File: config.mk
export PLATFORM = sky130hd
export DESIGN_NAME = rsb_field_bus_regs
export DESIGN_NICKNAME = d
export VERILOG_FILES = /design/src/rsb_field_bus_pkg.sv /design/src/rsb_field_bus_regs.sv
export VERILOG_INCLUDE_DIRS = /design/src /design/src/src
export SDC_FILE = /design/constraint.sdc
export NUM_CORES = 1
export LEC_CHECK = 0
export BUFFER_PORTS_ARGS = -buffer_cell sky130_fd_sc_hd__buf_2
export CAP_MARGIN = 40
export CORE_AREA = 2 2 276 278
export CTS_CLUSTER_DIAMETER = 60
export DETAILED_ROUTE_END_ITERATION = 7
export DIE_AREA = 0 0 278 280
export GPL_TIMING_DRIVEN = 0
export SLEW_MARGIN = 5
export SYNTH_ARGS = -nofsm -noshare
export SYNTH_HDL_FRONTEND = slang
export SYNTH_SLANG_ARGS = --single-unit
File: constraint.sdc
create_clock -name mclk -period 46.9 [get_ports mclk]
set_input_delay 9.38 -clock mclk [delete_from_list [all_inputs] [get_ports mclk]]
set_output_delay 9.38 -clock mclk [all_outputs]
set_load 0.05 [all_outputs]
File: src/rsb_field_bus_cfg.svh
// Constants for the field-bus register bank: offsets, fields, resets, counts.
`ifndef RSB_FIELD_BUS_CFG_SVH
`define RSB_FIELD_BUS_CFG_SVH

`define RSB_FC_READ_HOLD   8'h03
`define RSB_FC_READ_INPUT  8'h04
`define RSB_FC_WRITE_ONE   8'h06
`define RSB_EXC_FUNC       16'h0001
`define RSB_EXC_ADDR       16'h0002
`define RSB_EXC_VALUE      16'h0003
`define RSB_READ_MAX       8'h7D

`define RSB_ADDR_SET       16'h0000
`define RSB_FRAME_SET      16'h0001
`define RSB_SERIAL_LAST    16'h0007
`define RSB_FW_VER         16'h0008
`define RSB_NAME_BASE      16'h0009
`define RSB_NAME_LAST      16'h0010
`define RSB_STATUS         16'h0259

`define RSB_FLT_T_C        16'h03EA
`define RSB_FLT_T_F        16'h03EC
`define RSB_FLT_T_K        16'h03F0
`define RSB_FLT_RH         16'h03FC
`define RSB_FLT_TD_C       16'h0450
`define RSB_FLT_TD_F       16'h0452
`define RSB_FLT_TD_K       16'h047A
`define RSB_FIX_T_C        16'h0FA1
`define RSB_FIX_T_F        16'h0FA2
`define RSB_FIX_T_K        16'h0FA4
`define RSB_FIX_RH         16'h0FAA
`define RSB_FIX_TD_C       16'h0FD4
`define RSB_FIX_TD_F       16'h0FD5
`define RSB_FIX_TD_K       16'h0FE9

`define RSB_ADDR_RST       8'h2D
`define RSB_MB_MIN         8'h01
`define RSB_MB_MAX         8'hF7
`define RSB_BAC_MAX        8'h7F
`define RSB_BAUD_RST       3'h0
`define RSB_BAUD_MAX       3'h5
`define RSB_BAUD_LSB       0
`define RSB_PAR_LSB        3
`define RSB_STOP_BIT       5
`define RSB_FLT_NAN        32'h7FC0_0000
`define RSB_FIX_ERR        16'h8000
`define RSB_SETTLE_CYC     4'h6

`endif

File: src/rsb_field_bus_pkg.sv
// Types shared by the field-bus register bank.
package rsb_field_bus_pkg;

	typedef enum logic [1:0]
	{
		RSB_PAR_NONE = 2'h0,
		RSB_PAR_ODD  = 2'h1,
		RSB_PAR_EVEN = 2'h2
	} rsb_parity_t;

	typedef enum logic [1:0]
	{
		RSB_ST_BOOT = 2'h0,
		RSB_ST_IDLE = 2'h1,
		RSB_ST_READ = 2'h3
	} rsb_state_t;

	typedef struct packed {
		logic [2:0]  baud;
		rsb_parity_t parity;
		logic        stop2;
	} rsb_frame_t;

	typedef struct packed {
		logic [6:0][31:0] flt;
		logic [6:0][15:0] fix;
	} rsb_meas_t;

	typedef struct packed {
		logic        valid;
		logic [7:0]  func;
		logic [15:0] addr;
		logic [7:0]  count;
		logic [15:0] wdata;
	} rsb_req_t;

	typedef struct packed {
		logic        valid;
		logic        last;
		logic        exc;
		logic [15:0] data;
	} rsb_rsp_t;

endpackage : rsb_field_bus_pkg

File: src/rsb_field_bus_regs.sv
// Register bank behind the RS485 field-bus protocol engine of a room sensor.
`timescale 1ns/1ps
`default_nettype none
`include "rsb_field_bus_cfg.svh"

// Function
// [RQ1] All switches zero selects the stored address.
// [RQ2] Modbus stored address defaults 45, accepts 1..247.
// [RQ3] BACnet stored address accepts 0..127.
// [RQ4] Modbus nonzero switches win, limited to 247.
// [RQ5] BACnet nonzero switches win over stored address.
// [RQ6] BACnet ignores switch bit eight; 0x80 gives zero.
// [RQ7] BACnet link fixed 8N1, six baud choices.
// [RQ8] Modbus link parity none/odd/even, one or two stops.
// [RQ9] Single writes at 0x00 and 0x01 take effect.
// [RQ10] Serial number text at addresses 0x00..0x07.
// [RQ11] Firmware version major high, minor low.
// [RQ12] Sensor name text in eight registers.
// [RQ13] Master reads whole eight-register text fields.
// [RQ14] Master reads both float halves together.
// [RQ15] Reads answer to function 0x03 or 0x04.
// [RQ16] Protocol address is register number minus one.
// [RQ17] Status register readable at address 0x259.
// [RQ18] Measurands offered as float and int16.
// [RQ19] Temperature and humidity floats at fixed addresses.
// [RQ20] Dew point floats at fixed addresses.
// [RQ21] Critical error gives NaN and 0x8000.
// [RQ22] Switches sampled and settled before first request.
module rsb_field_bus_regs #(
	parameter logic [7:0] FW_MAJOR = 8'h01,
	parameter logic [7:0] FW_MINOR = 8'h00
)(
	// Clock and reset
	input  wire logic                         mclk,
	input  wire logic                         reset,
	// Address switches and protocol strap pins
	input  wire logic [7:0]                   dip_switch_pin,
	input  wire logic                         bacnet_mode_pin,
	// Measurement and identity sources
	input  wire rsb_field_bus_pkg::rsb_meas_t meas,
	input  wire logic [15:0]                  status_bits,
	input  wire logic                         critical_error,
	input  wire logic [127:0]                 serial_text,
	input  wire logic [127:0]                 name_text,
	// Request from the protocol engine
	input  wire rsb_field_bus_pkg::rsb_req_t  req,
	output logic                              req_ready,
	// Answer to the protocol engine
	output rsb_field_bus_pkg::rsb_rsp_t       rsp,
	// Link setup
	output logic [7:0]                        node_address,
	output rsb_field_bus_pkg::rsb_frame_t     frame,
	output logic                              bacnet_mode
);
	import rsb_field_bus_pkg::*;

	localparam logic [6:0][15:0] FLT_ADDR = {`RSB_FLT_TD_K, `RSB_FLT_TD_F,
		`RSB_FLT_TD_C, `RSB_FLT_RH, `RSB_FLT_T_K, `RSB_FLT_T_F, `RSB_FLT_T_C};
	localparam logic [6:0][15:0] FIX_ADDR = {`RSB_FIX_TD_K, `RSB_FIX_TD_F,
		`RSB_FIX_TD_C, `RSB_FIX_RH, `RSB_FIX_T_K, `RSB_FIX_T_F, `RSB_FIX_T_C};

	logic [7:0]  dip_s1_q, dip_s2_q, dip_s3_q, dip_q;
	logic        mode_s1_q, mode_s2_q, mode_s3_q, mode_q;
	logic [3:0]  settle_q;
	rsb_state_t  state_q, state_d;
	logic [15:0] ptr_q;
	logic [7:0]  left_q;
	rsb_meas_t   snap_q;
	logic [15:0] stat_snap_q;
	logic [7:0]  addr_q;
	rsb_frame_t  frame_set_q;
	logic        req_ready_q;
	rsb_rsp_t    rsp_q;
	logic [7:0]  node_address_q;
	rsb_frame_t  frame_q;
	logic        take, take_rd, take_wr, count_ok, wr_addr_ok, wr_frame_ok;
	logic [16:0] word;

	// Effective node address from switches and the stored setting.
	function automatic logic [7:0] eff_addr(input logic [7:0] dip,
		input logic [7:0] stored, input logic bac);
		if (dip == 8'h00)
			return stored;
		else if (bac)
			return {1'b0, dip[6:0]};
		else if (dip > `RSB_MB_MAX)
			return `RSB_MB_MAX;
		else
			return dip;
	endfunction : eff_addr

	// Read decode: bit 16 is the hit flag, the low bits the word.
	function automatic logic [16:0] read_word(input logic [15:0] a,
		input rsb_meas_t m, input logic [15:0] st);
		logic [16:0] r;
		logic [15:0] k;
		r = 17'h0_0000;
		k = a - `RSB_NAME_BASE;
		if (a <= `RSB_SERIAL_LAST)
			r = {1'b1, serial_text[(7 - a[2:0]) * 16 +: 16]};
		else if (a == `RSB_FW_VER)
			r = {1'b1, FW_MAJOR, FW_MINOR}; // [RQ11]
		else if (a <= `RSB_NAME_LAST)
			r = {1'b1, name_text[(7 - k[2:0]) * 16 +: 16]};
		else if (a == `RSB_STATUS)
			r = {1'b1, st};
		for (int i = 0; i < 7; i++)
		begin
			if (a == FLT_ADDR[i])
				r = {1'b1, m.flt[i][31:16]};
			else if (a == FLT_ADDR[i] + 16'h0001)
				r = {1'b1, m.flt[i][15:0]};
			else if (a == FIX_ADDR[i])
				r = {1'b1, m.fix[i]};
		end
		return r;
	endfunction : read_word

	// Pins cross in three stages; a value is taken once stages two and three agree.
	always_ff @(posedge mclk or posedge reset)
	begin
		if (reset)
		begin
			dip_s1_q  <= 8'h00;
			dip_s2_q  <= 8'h00;
			dip_s3_q  <= 8'h00;
			dip_q     <= 8'h00;
			mode_s1_q <= 1'b0;
			mode_s2_q <= 1'b0;
			mode_s3_q <= 1'b0;
			mode_q    <= 1'b0;
		end
		else
		begin
			dip_s1_q  <= dip_switch_pin;
			dip_s2_q  <= dip_s1_q;
			dip_s3_q  <= dip_s2_q;
			mode_s1_q <= bacnet_mode_pin;
			mode_s2_q <= mode_s1_q;
			mode_s3_q <= mode_s2_q;
			if (dip_s2_q == dip_s3_q)
				dip_q <= dip_s3_q;
			if (mode_s2_q == mode_s3_q)
				mode_q <= mode_s3_q;
		end
	end

	// Requests wait until the sampled switches have settled.
	always_ff @(posedge mclk or posedge reset)
	begin
		if (reset)
			settle_q <= 4'h0;
		else if (settle_q != `RSB_SETTLE_CYC)
			settle_q <= settle_q + 4'h1; // [RQ22]
	end

	assign take    = req.valid && req_ready_q;
	assign take_rd = take && (req.func == `RSB_FC_READ_HOLD ||
		req.func == `RSB_FC_READ_INPUT); // [RQ15]
	assign take_wr = take && req.func == `RSB_FC_WRITE_ONE;
	assign count_ok = req.count != 8'h00 && req.count <= `RSB_READ_MAX;
	assign wr_addr_ok = req.wdata[15:8] == 8'h00 && (mode_q ?
		req.wdata[7:0] <= `RSB_BAC_MAX : // [RQ3]
		(req.wdata[7:0] >= `RSB_MB_MIN &&
		req.wdata[7:0] <= `RSB_MB_MAX)); // [RQ2]
	assign wr_frame_ok = req.wdata[15:6] == 10'h000 &&
		req.wdata[`RSB_BAUD_LSB +: 3] <= `RSB_BAUD_MAX &&
		req.wdata[`RSB_PAR_LSB +: 2] != 2'h3; // [RQ8]
	assign word = read_word(ptr_q, snap_q, stat_snap_q);

	always_comb
	begin
		state_d = state_q;
		case (state_q)
			RSB_ST_BOOT:
				if (settle_q == `RSB_SETTLE_CYC)
					state_d = RSB_ST_IDLE;
			RSB_ST_IDLE:
				if (take_rd && count_ok)
					state_d = RSB_ST_READ;
			RSB_ST_READ:
				if (!word[16] || left_q == 8'h01)
					state_d = RSB_ST_IDLE;
			default:
				state_d = RSB_ST_BOOT;
		endcase
	end

	always_ff @(posedge mclk or posedge reset)
	begin
		if (reset)
		begin
			state_q     <= RSB_ST_BOOT;
			req_ready_q <= 1'b0;
		end
		else
		begin
			state_q     <= state_d;
			req_ready_q <= state_d == RSB_ST_IDLE && !take;
		end
	end

	// Words walk up from the first address; address equals number minus one.
	always_ff @(posedge mclk or posedge reset)
	begin
		if (reset)
		begin
			ptr_q  <= 16'h0000;
			left_q <= 8'h00;
		end
		else if (take_rd)
		begin
			ptr_q  <= req.addr; // [RQ16]
			left_q <= req.count;
		end
		else if (state_q == RSB_ST_READ)
		begin
			ptr_q  <= ptr_q + 16'h0001;
			left_q <= left_q - 8'h01;
		end
	end

	// One snapshot per request keeps both float halves from one sample.
	always_ff @(posedge mclk or posedge reset)
	begin
		if (reset)
		begin
			snap_q      <= '0;
			stat_snap_q <= 16'h0000;
		end
		else if (take_rd)
		begin
			stat_snap_q <= status_bits;
			if (critical_error)
				snap_q <= {{7{`RSB_FLT_NAN}}, {7{`RSB_FIX_ERR}}}; // [RQ21]
			else
				snap_q <= meas; // [RQ14] [RQ18]
		end
	end

	// Answers: one word a cycle for reads, one echo or exception otherwise.
	always_ff @(posedge mclk or posedge reset)
	begin
		if (reset)
			rsp_q <= '0;
		else if (state_q == RSB_ST_READ)
		begin
			if (word[16])
				rsp_q <= {1'b1, left_q == 8'h01, 1'b0,
					word[15:0]}; // [RQ10] [RQ12] [RQ17] [RQ19] [RQ20]
			else
				rsp_q <= {1'b1, 1'b1, 1'b1, `RSB_EXC_ADDR};
		end
		else if (take_rd && !count_ok)
			rsp_q <= {1'b1, 1'b1, 1'b1, `RSB_EXC_VALUE};
		else if (take_wr)
		begin
			if (req.addr == `RSB_ADDR_SET)
				rsp_q <= wr_addr_ok ? {3'h6, req.wdata} :
					{3'h7, `RSB_EXC_VALUE};
			else if (req.addr == `RSB_FRAME_SET)
				rsp_q <= wr_frame_ok ? {3'h6, req.wdata} :
					{3'h7, `RSB_EXC_VALUE};
			else
				rsp_q <= {3'h7, `RSB_EXC_ADDR};
		end
		else if (take && !take_rd)
			rsp_q <= {1'b1, 1'b1, 1'b1, `RSB_EXC_FUNC};
		else
			rsp_q <= '0;
	end

	// Stored node address; out-of-range values are refused and left unchanged.
	always_ff @(posedge mclk or posedge reset)
	begin
		if (reset)
			addr_q <= `RSB_ADDR_RST; // [RQ2] [RQ3]
		else if (take_wr && req.addr == `RSB_ADDR_SET && wr_addr_ok)
			addr_q <= req.wdata[7:0]; // [RQ9]
	end

	// Stored framing; BACnet overrides parity and stops at the output.
	always_ff @(posedge mclk or posedge reset)
	begin
		if (reset)
			frame_set_q <= {`RSB_BAUD_RST, RSB_PAR_EVEN, 1'b0}; // [RQ8]
		else if (take_wr && req.addr == `RSB_FRAME_SET && wr_frame_ok)
			frame_set_q <= {req.wdata[`RSB_BAUD_LSB +: 3],
				rsb_parity_t'(req.wdata[`RSB_PAR_LSB +: 2]),
				req.wdata[`RSB_STOP_BIT]}; // [RQ9]
	end

	always_ff @(posedge mclk or posedge reset)
	begin
		if (reset)
		begin
			node_address_q <= `RSB_ADDR_RST;
			frame_q        <= {`RSB_BAUD_RST, RSB_PAR_EVEN, 1'b0};
		end
		else
		begin
			node_address_q <= eff_addr(dip_q, addr_q,
				mode_q); // [RQ1] [RQ4] [RQ5] [RQ6]
			if (mode_q)
				frame_q <= {frame_set_q.baud, RSB_PAR_NONE, 1'b0}; // [RQ7]
			else
				frame_q <= frame_set_q; // [RQ8]
		end
	end

	assign req_ready    = req_ready_q;
	assign rsp          = rsp_q;
	assign node_address = node_address_q;
	assign frame        = frame_q;
	assign bacnet_mode  = mode_q;

	// Text fields are read live, so their check compares against the pins.
	a_dip_zero_stored: assert property // [RQ1]
		(@(posedge mclk) disable iff (reset)
		dip_q == 8'h00 |=> node_address_q == $past(addr_q))
		else $error("Zero switches did not select stored address.");
	a_mb_dip_wins: assert property // [RQ4]
		(@(posedge mclk) disable iff (reset)
		(!mode_q && dip_q != 8'h00) |=> node_address_q ==
		($past(dip_q) > `RSB_MB_MAX ? `RSB_MB_MAX : $past(dip_q)))
		else $error("Modbus switch address not applied.");
	a_bac_bit_eight: assert property // [RQ6]
		(@(posedge mclk) disable iff (reset)
		(mode_q && dip_q != 8'h00) |=>
		node_address_q == {1'b0, $past(dip_q[6:0])})
		else $error("BACnet switch address wrong.");
	a_addr_refused: assert property // [RQ2]
		(@(posedge mclk) disable iff (reset)
		(take_wr && req.addr == `RSB_ADDR_SET && !wr_addr_ok) |=>
		$stable(addr_q) && rsp_q.exc && rsp_q.data == `RSB_EXC_VALUE)
		else $error("Out-of-range address write was not refused.");
	a_bac_frame: assert property // [RQ7]
		(@(posedge mclk) disable iff (reset)
		mode_q |=> frame_q.parity == RSB_PAR_NONE && !frame_q.stop2)
		else $error("BACnet framing not 8N1.");
	a_frame_apply: assert property // [RQ9]
		(@(posedge mclk) disable iff (reset)
		(take_wr && req.addr == `RSB_FRAME_SET && wr_frame_ok) |=>
		frame_set_q.baud == $past(req.wdata[2:0]) ##1
		(mode_q || frame_q == frame_set_q))
		else $error("Framing write not applied.");
	a_read_answer: assert property // [RQ15]
		(@(posedge mclk) disable iff (reset)
		(take_rd && count_ok) |-> ##2 rsp_q.valid ##0
		(rsp_q.exc || !rsp_q.last || $past(req.count, 2) == 8'h01))
		else $error("Read was not answered two cycles after take.");
	a_fw_word: assert property // [RQ11]
		(@(posedge mclk) disable iff (reset)
		(state_q == RSB_ST_READ && ptr_q == `RSB_FW_VER) |=>
		rsp_q.data == {FW_MAJOR, FW_MINOR})
		else $error("Firmware version word wrong.");
	a_crit_nan: assert property // [RQ21]
		(@(posedge mclk) disable iff (reset)
		(take_rd && critical_error) |=> snap_q.flt[0] == `RSB_FLT_NAN &&
		snap_q.fix[6] == `RSB_FIX_ERR)
		else $error("Critical error did not force error values.");
	a_status_word: assert property // [RQ17]
		(@(posedge mclk) disable iff (reset)
		(state_q == RSB_ST_READ && ptr_q == `RSB_STATUS) |=>
		rsp_q.data == stat_snap_q)
		else $error("Status word wrong.");
	a_name_first: assert property // [RQ12]
		(@(posedge mclk) disable iff (reset)
		(state_q == RSB_ST_READ && ptr_q == `RSB_NAME_BASE) |=>
		rsp_q.valid && rsp_q.data == name_text[127:112])
		else $error("First sensor name word wrong.");

	c_float_read: cover property (@(posedge mclk) disable iff (reset)
		take_rd && req.addr == `RSB_FLT_T_C && req.count == 8'h02);
	c_addr_write: cover property (@(posedge mclk) disable iff (reset)
		take_wr && req.addr == `RSB_ADDR_SET && wr_addr_ok);
	c_exception: cover property (@(posedge mclk) disable iff (reset)
		rsp_q.valid && rsp_q.exc);
	c_bac_zero: cover property (@(posedge mclk) disable iff (reset)
		mode_q && dip_q == 8'h80);
	c_text_burst: cover property (@(posedge mclk) disable iff (reset)
		take_rd && req.addr == `RSB_NAME_BASE && req.count == 8'h08);

endmodule : rsb_field_bus_regs
`default_nettype wire

==> impl_results.md <==
* Status: complete, no violations
* Worst VDD drop at 21.4 uV
* R2r endpoint: rsp[13]
* Layout cells sized above 1 at 28.4%
* Clock sinks at 466
* Yosys cell types at 84
* Max clock buf depth at 3
* DR vias/cell at 5.60
* Die H at 280 um
* Pre-CTS WS at approximately 33 ns
* Fin cells at 4500
* Maxcap violations at 0
* Post-Synthesis Cells at 2680
* Worst Path Required at between 40 and 50 ns
* Worst R2R Start: ptr_q[0]
* Clock Skews at 0.0201 ns
* Total wire length at 128000 um
* FF+latch count, synth at 466
* Clock Pin Slew Worst Setup and Hold Paths at 0.06 ns
* Reg2Reg Depth at 16
* Vias at between 20k and 30k
* Die W at ~280 um
* Die area at 77800 sq um
* Part of the cycle the worst path needs at 27.7%
* GP Congestion at 0.954
* WHS Path Cells at 0
* Resized cells post-CTS at 0
* R2R Setup Slk at 40.34 ns
* Post-DP Area at 29900 sq um
* Worst Hold Class: register to register
* Min setup slack post-route at approximately 34 ns
* CTS tree: built
* Nets at 4139
* PortBufs at 702
* Tmin final at 12.98 ns
* Number of enable flip-flop cells after synthesis at 0
* Maximum operating frequency at 77.1 MHz
* TNS Setup at 0 ns
* Worst hold margin at 0.347 ns
* DRT antenna net count at 0
* HPWL after detailed placement at between 100000 and 150000 um
* Area Growth Syn to Fin at 27.6%
* Crit path DAT at 13.44 ns
* Row count at 101
* Iteration-0 DRC Markers at 2557
* Syn nets at 3358
* Synth Warn # at 0
* GRT overflow at 0
* # hold bufs at CTS at 0
* FFs w/ async S/R, synth at 100%
* # IOs at 704
* Inserted Clock Buffers at 55
* Rel. slew slack at 34.4%
* Hold Fails Final Rpt at 0
* RSZ-0062 raised after global routing: false
* Fin. max-slew vios at 0
* Core footprint at 75200 sq um
* Fill cell count at 7710
* P_leak at 14.8 nW
* Clock Root Buffer: clkbuf_16
* Sequential area share after synthesis at a little under half
* Vias in the first global route at approximately 25k
* Routed len/inst at 28.4 um
* Design area at 31800 sq um
* Syn avg cell area at 9.29 sq um
* Kind of critical path: primary input to register
* Mapped Area at about 25000 sq um
* Pwr dens at 31.9 nW/um^2
* Placed insts at 4382
* Setup-failing EPs final at 0
* Post-CTS setup buffers at 0
* Most used DFF post-synth: dfrtp_1
* Crit. Startpoint: req[45]
* Total GRT Usage at 32.0%
* Crit path capture: snap_q[14]
* Initial core utilization at 33.1%
* Initial antenna violation count at 46
* Global-route wire length before repair at around 180000 um
* H-tree Lvls at 2
* Crit end category: register
* Crit start category: primary input
* Detailed-route DRC error count at 0
* Max FO, Critical Path at 10
* Largest net degree at the start of global routing at 119
* Worst skew pair latency at 0.62 ns
* Drt pass-1 iters at 5
* Worst Max-Slew Pin Slew at 0.975 ns
-- layer usage --
layer,wire [um],vias up,global-route usage [%]
met2,61400,1404,53.8
met4,7300,4,16.7
met5,25,-,0
met3,8930,298,4.32
met1,50300,12400,40.4
li1,-,11100,-
-- worst min path at each step --
stage	startpoint	endpoint
3_3_place_gp	dip_s1_q[0]	dip_s2_q[0]
3_5_place_dp	dip_s1_q[1]	dip_s2_q[1]
5_1_grt	dip_s1_q[0]	dip_s2_q[0]
6_report	dip_s1_q[2]	dip_s2_q[2]
2_1_floorplan	dip_s1_q[0]	dip_s2_q[0]
4_1_cts	dip_s1_q[0]	dip_s2_q[0]
-- sequential cells by signal, summed over array words and instances, names as in the netlist, 2 cells and up --
| register | count |
|---|---|
| dip_q | 8 |
| rsp | 19 |
| ptr_q | 16 |
| node_address | 8 |
| settle_q | 4 |
| left_q | 8 |
| state_q | 2 |
| stat_snap_q | 16 |
| frame | 6 |
| dip_s2_q | 8 |
| frame_set_q | 6 |
| dip_s3_q | 8 |
| snap_q | 336 |
| dip_s1_q | 8 |
| addr_q | 8 |
-- report_power, final --
group	total, W	internal (W)	leakage, nW	switching (W)
registers	0.000435	0.000420	6.22	0.0000149
clock network	0.000431	0.000247	0.879	0.000184
logic	0.000149	0.0000634	7.65	0.0000854
-- placed cells by master, fill, tap and decap left out, drive strengths merged, types with 16 or more instances in the layout --
| master | synthesis | final |
|---|---|---|
| buf | 46 | 770 |
| nand4 | 26 | 26 |
| nor2 | 194 | 194 |
| dfrtp | 456 | 456 |
| nand2 | 430 | 430 |
| mux2i | 25 | 25 |
| clkbuf | 158 | 235 |
| nand2b | 276 | 276 |
| xor2 | 18 | 18 |
| nand3 | 38 | 38 |
| o221ai | 19 | 19 |
| a221oi | 32 | 32 |
| o22ai | 39 | 39 |
| mux2 | 45 | 45 |
| mux4 | 64 | 64 |
| diode | 0 | 20 |
| nor3 | 45 | 45 |
| a221o | 16 | 16 |
| inv | 13 | 20 |
| a21oi | 86 | 86 |
| nor4 | 31 | 31 |
| o21ai | 396 | 396 |
| o211ai | 16 | 16 |
-- worst max-delay path, cell delays in order --
cell	delay [ns]
buf_2	0.09
or4_1	0.50
nor2_1	0.33
and2_1	0.24
nand3_1	0.64
clkbuf_1	0.42
buf_8	0.23
clkbuf_1	0.30
clkbuf_1	0.40
buf_8	0.26
clkbuf_1	0.34
nand2_1	0.18
o21ai_0	0.10
-- cells by family after synthesis --
family / synth area share (%)
AOI/OAI and AO/OA: 17.2
muxes: 8.83
DFF: 46.9
and+or+nand+nor: 21.9
buffers and inverters: 3.51
xor gates and xnor gates: 1.16
adders and majority gates: 0.493
-- synthesized netlist by cell type, types with 17 or more instances --
cell      number  area, sq um
nor4_1        23          144
xor2_1        17          149
nor3_1        43          215
a221oi_1      32          280
nand4_1       26          163
nand3_1       38          190
nand2b_1     275         1720
clkbuf_1     157          589
nor2_1       194          728
mux2i_1       25          250
mux2_2        45          507
o22ai_1       39          244
a21oi_1       86          430
buf_2         32          160
o221ai_1      19          166
dfrtp_1      456        11400
mux4_2        64         1440
o21ai_0      393         1970
nand2_1      429         1610
-- through the flow --
step / power [W] / utilization [%]
finish: 0.00101 / 42.2
global route: 0.00105 / 42.2
CTS: 0.00102 / 42.2
detailed placement: 0.000590 / 39.8
global placement: 0.000587 / 39.4
floorplan: 0.000514 / -
-- layout make-up --
class	count	area, sq um	share of cell area, %
Inverter	14	60.1	0.189
Timing Repair Buffer	724	3790	11.9
Buffer	204	823	2.59
Antenna cell	20	50.0	0.158
Clock buffer	77	1580	4.97
Multi-Input combinational cell	1996	12400	38.9
Sequential cell	466	11700	36.7
Tap cell	978	1220	3.85
Clock inverter	21	206	0.650
No activity file was read; power rests on OpenSTA's default activity.
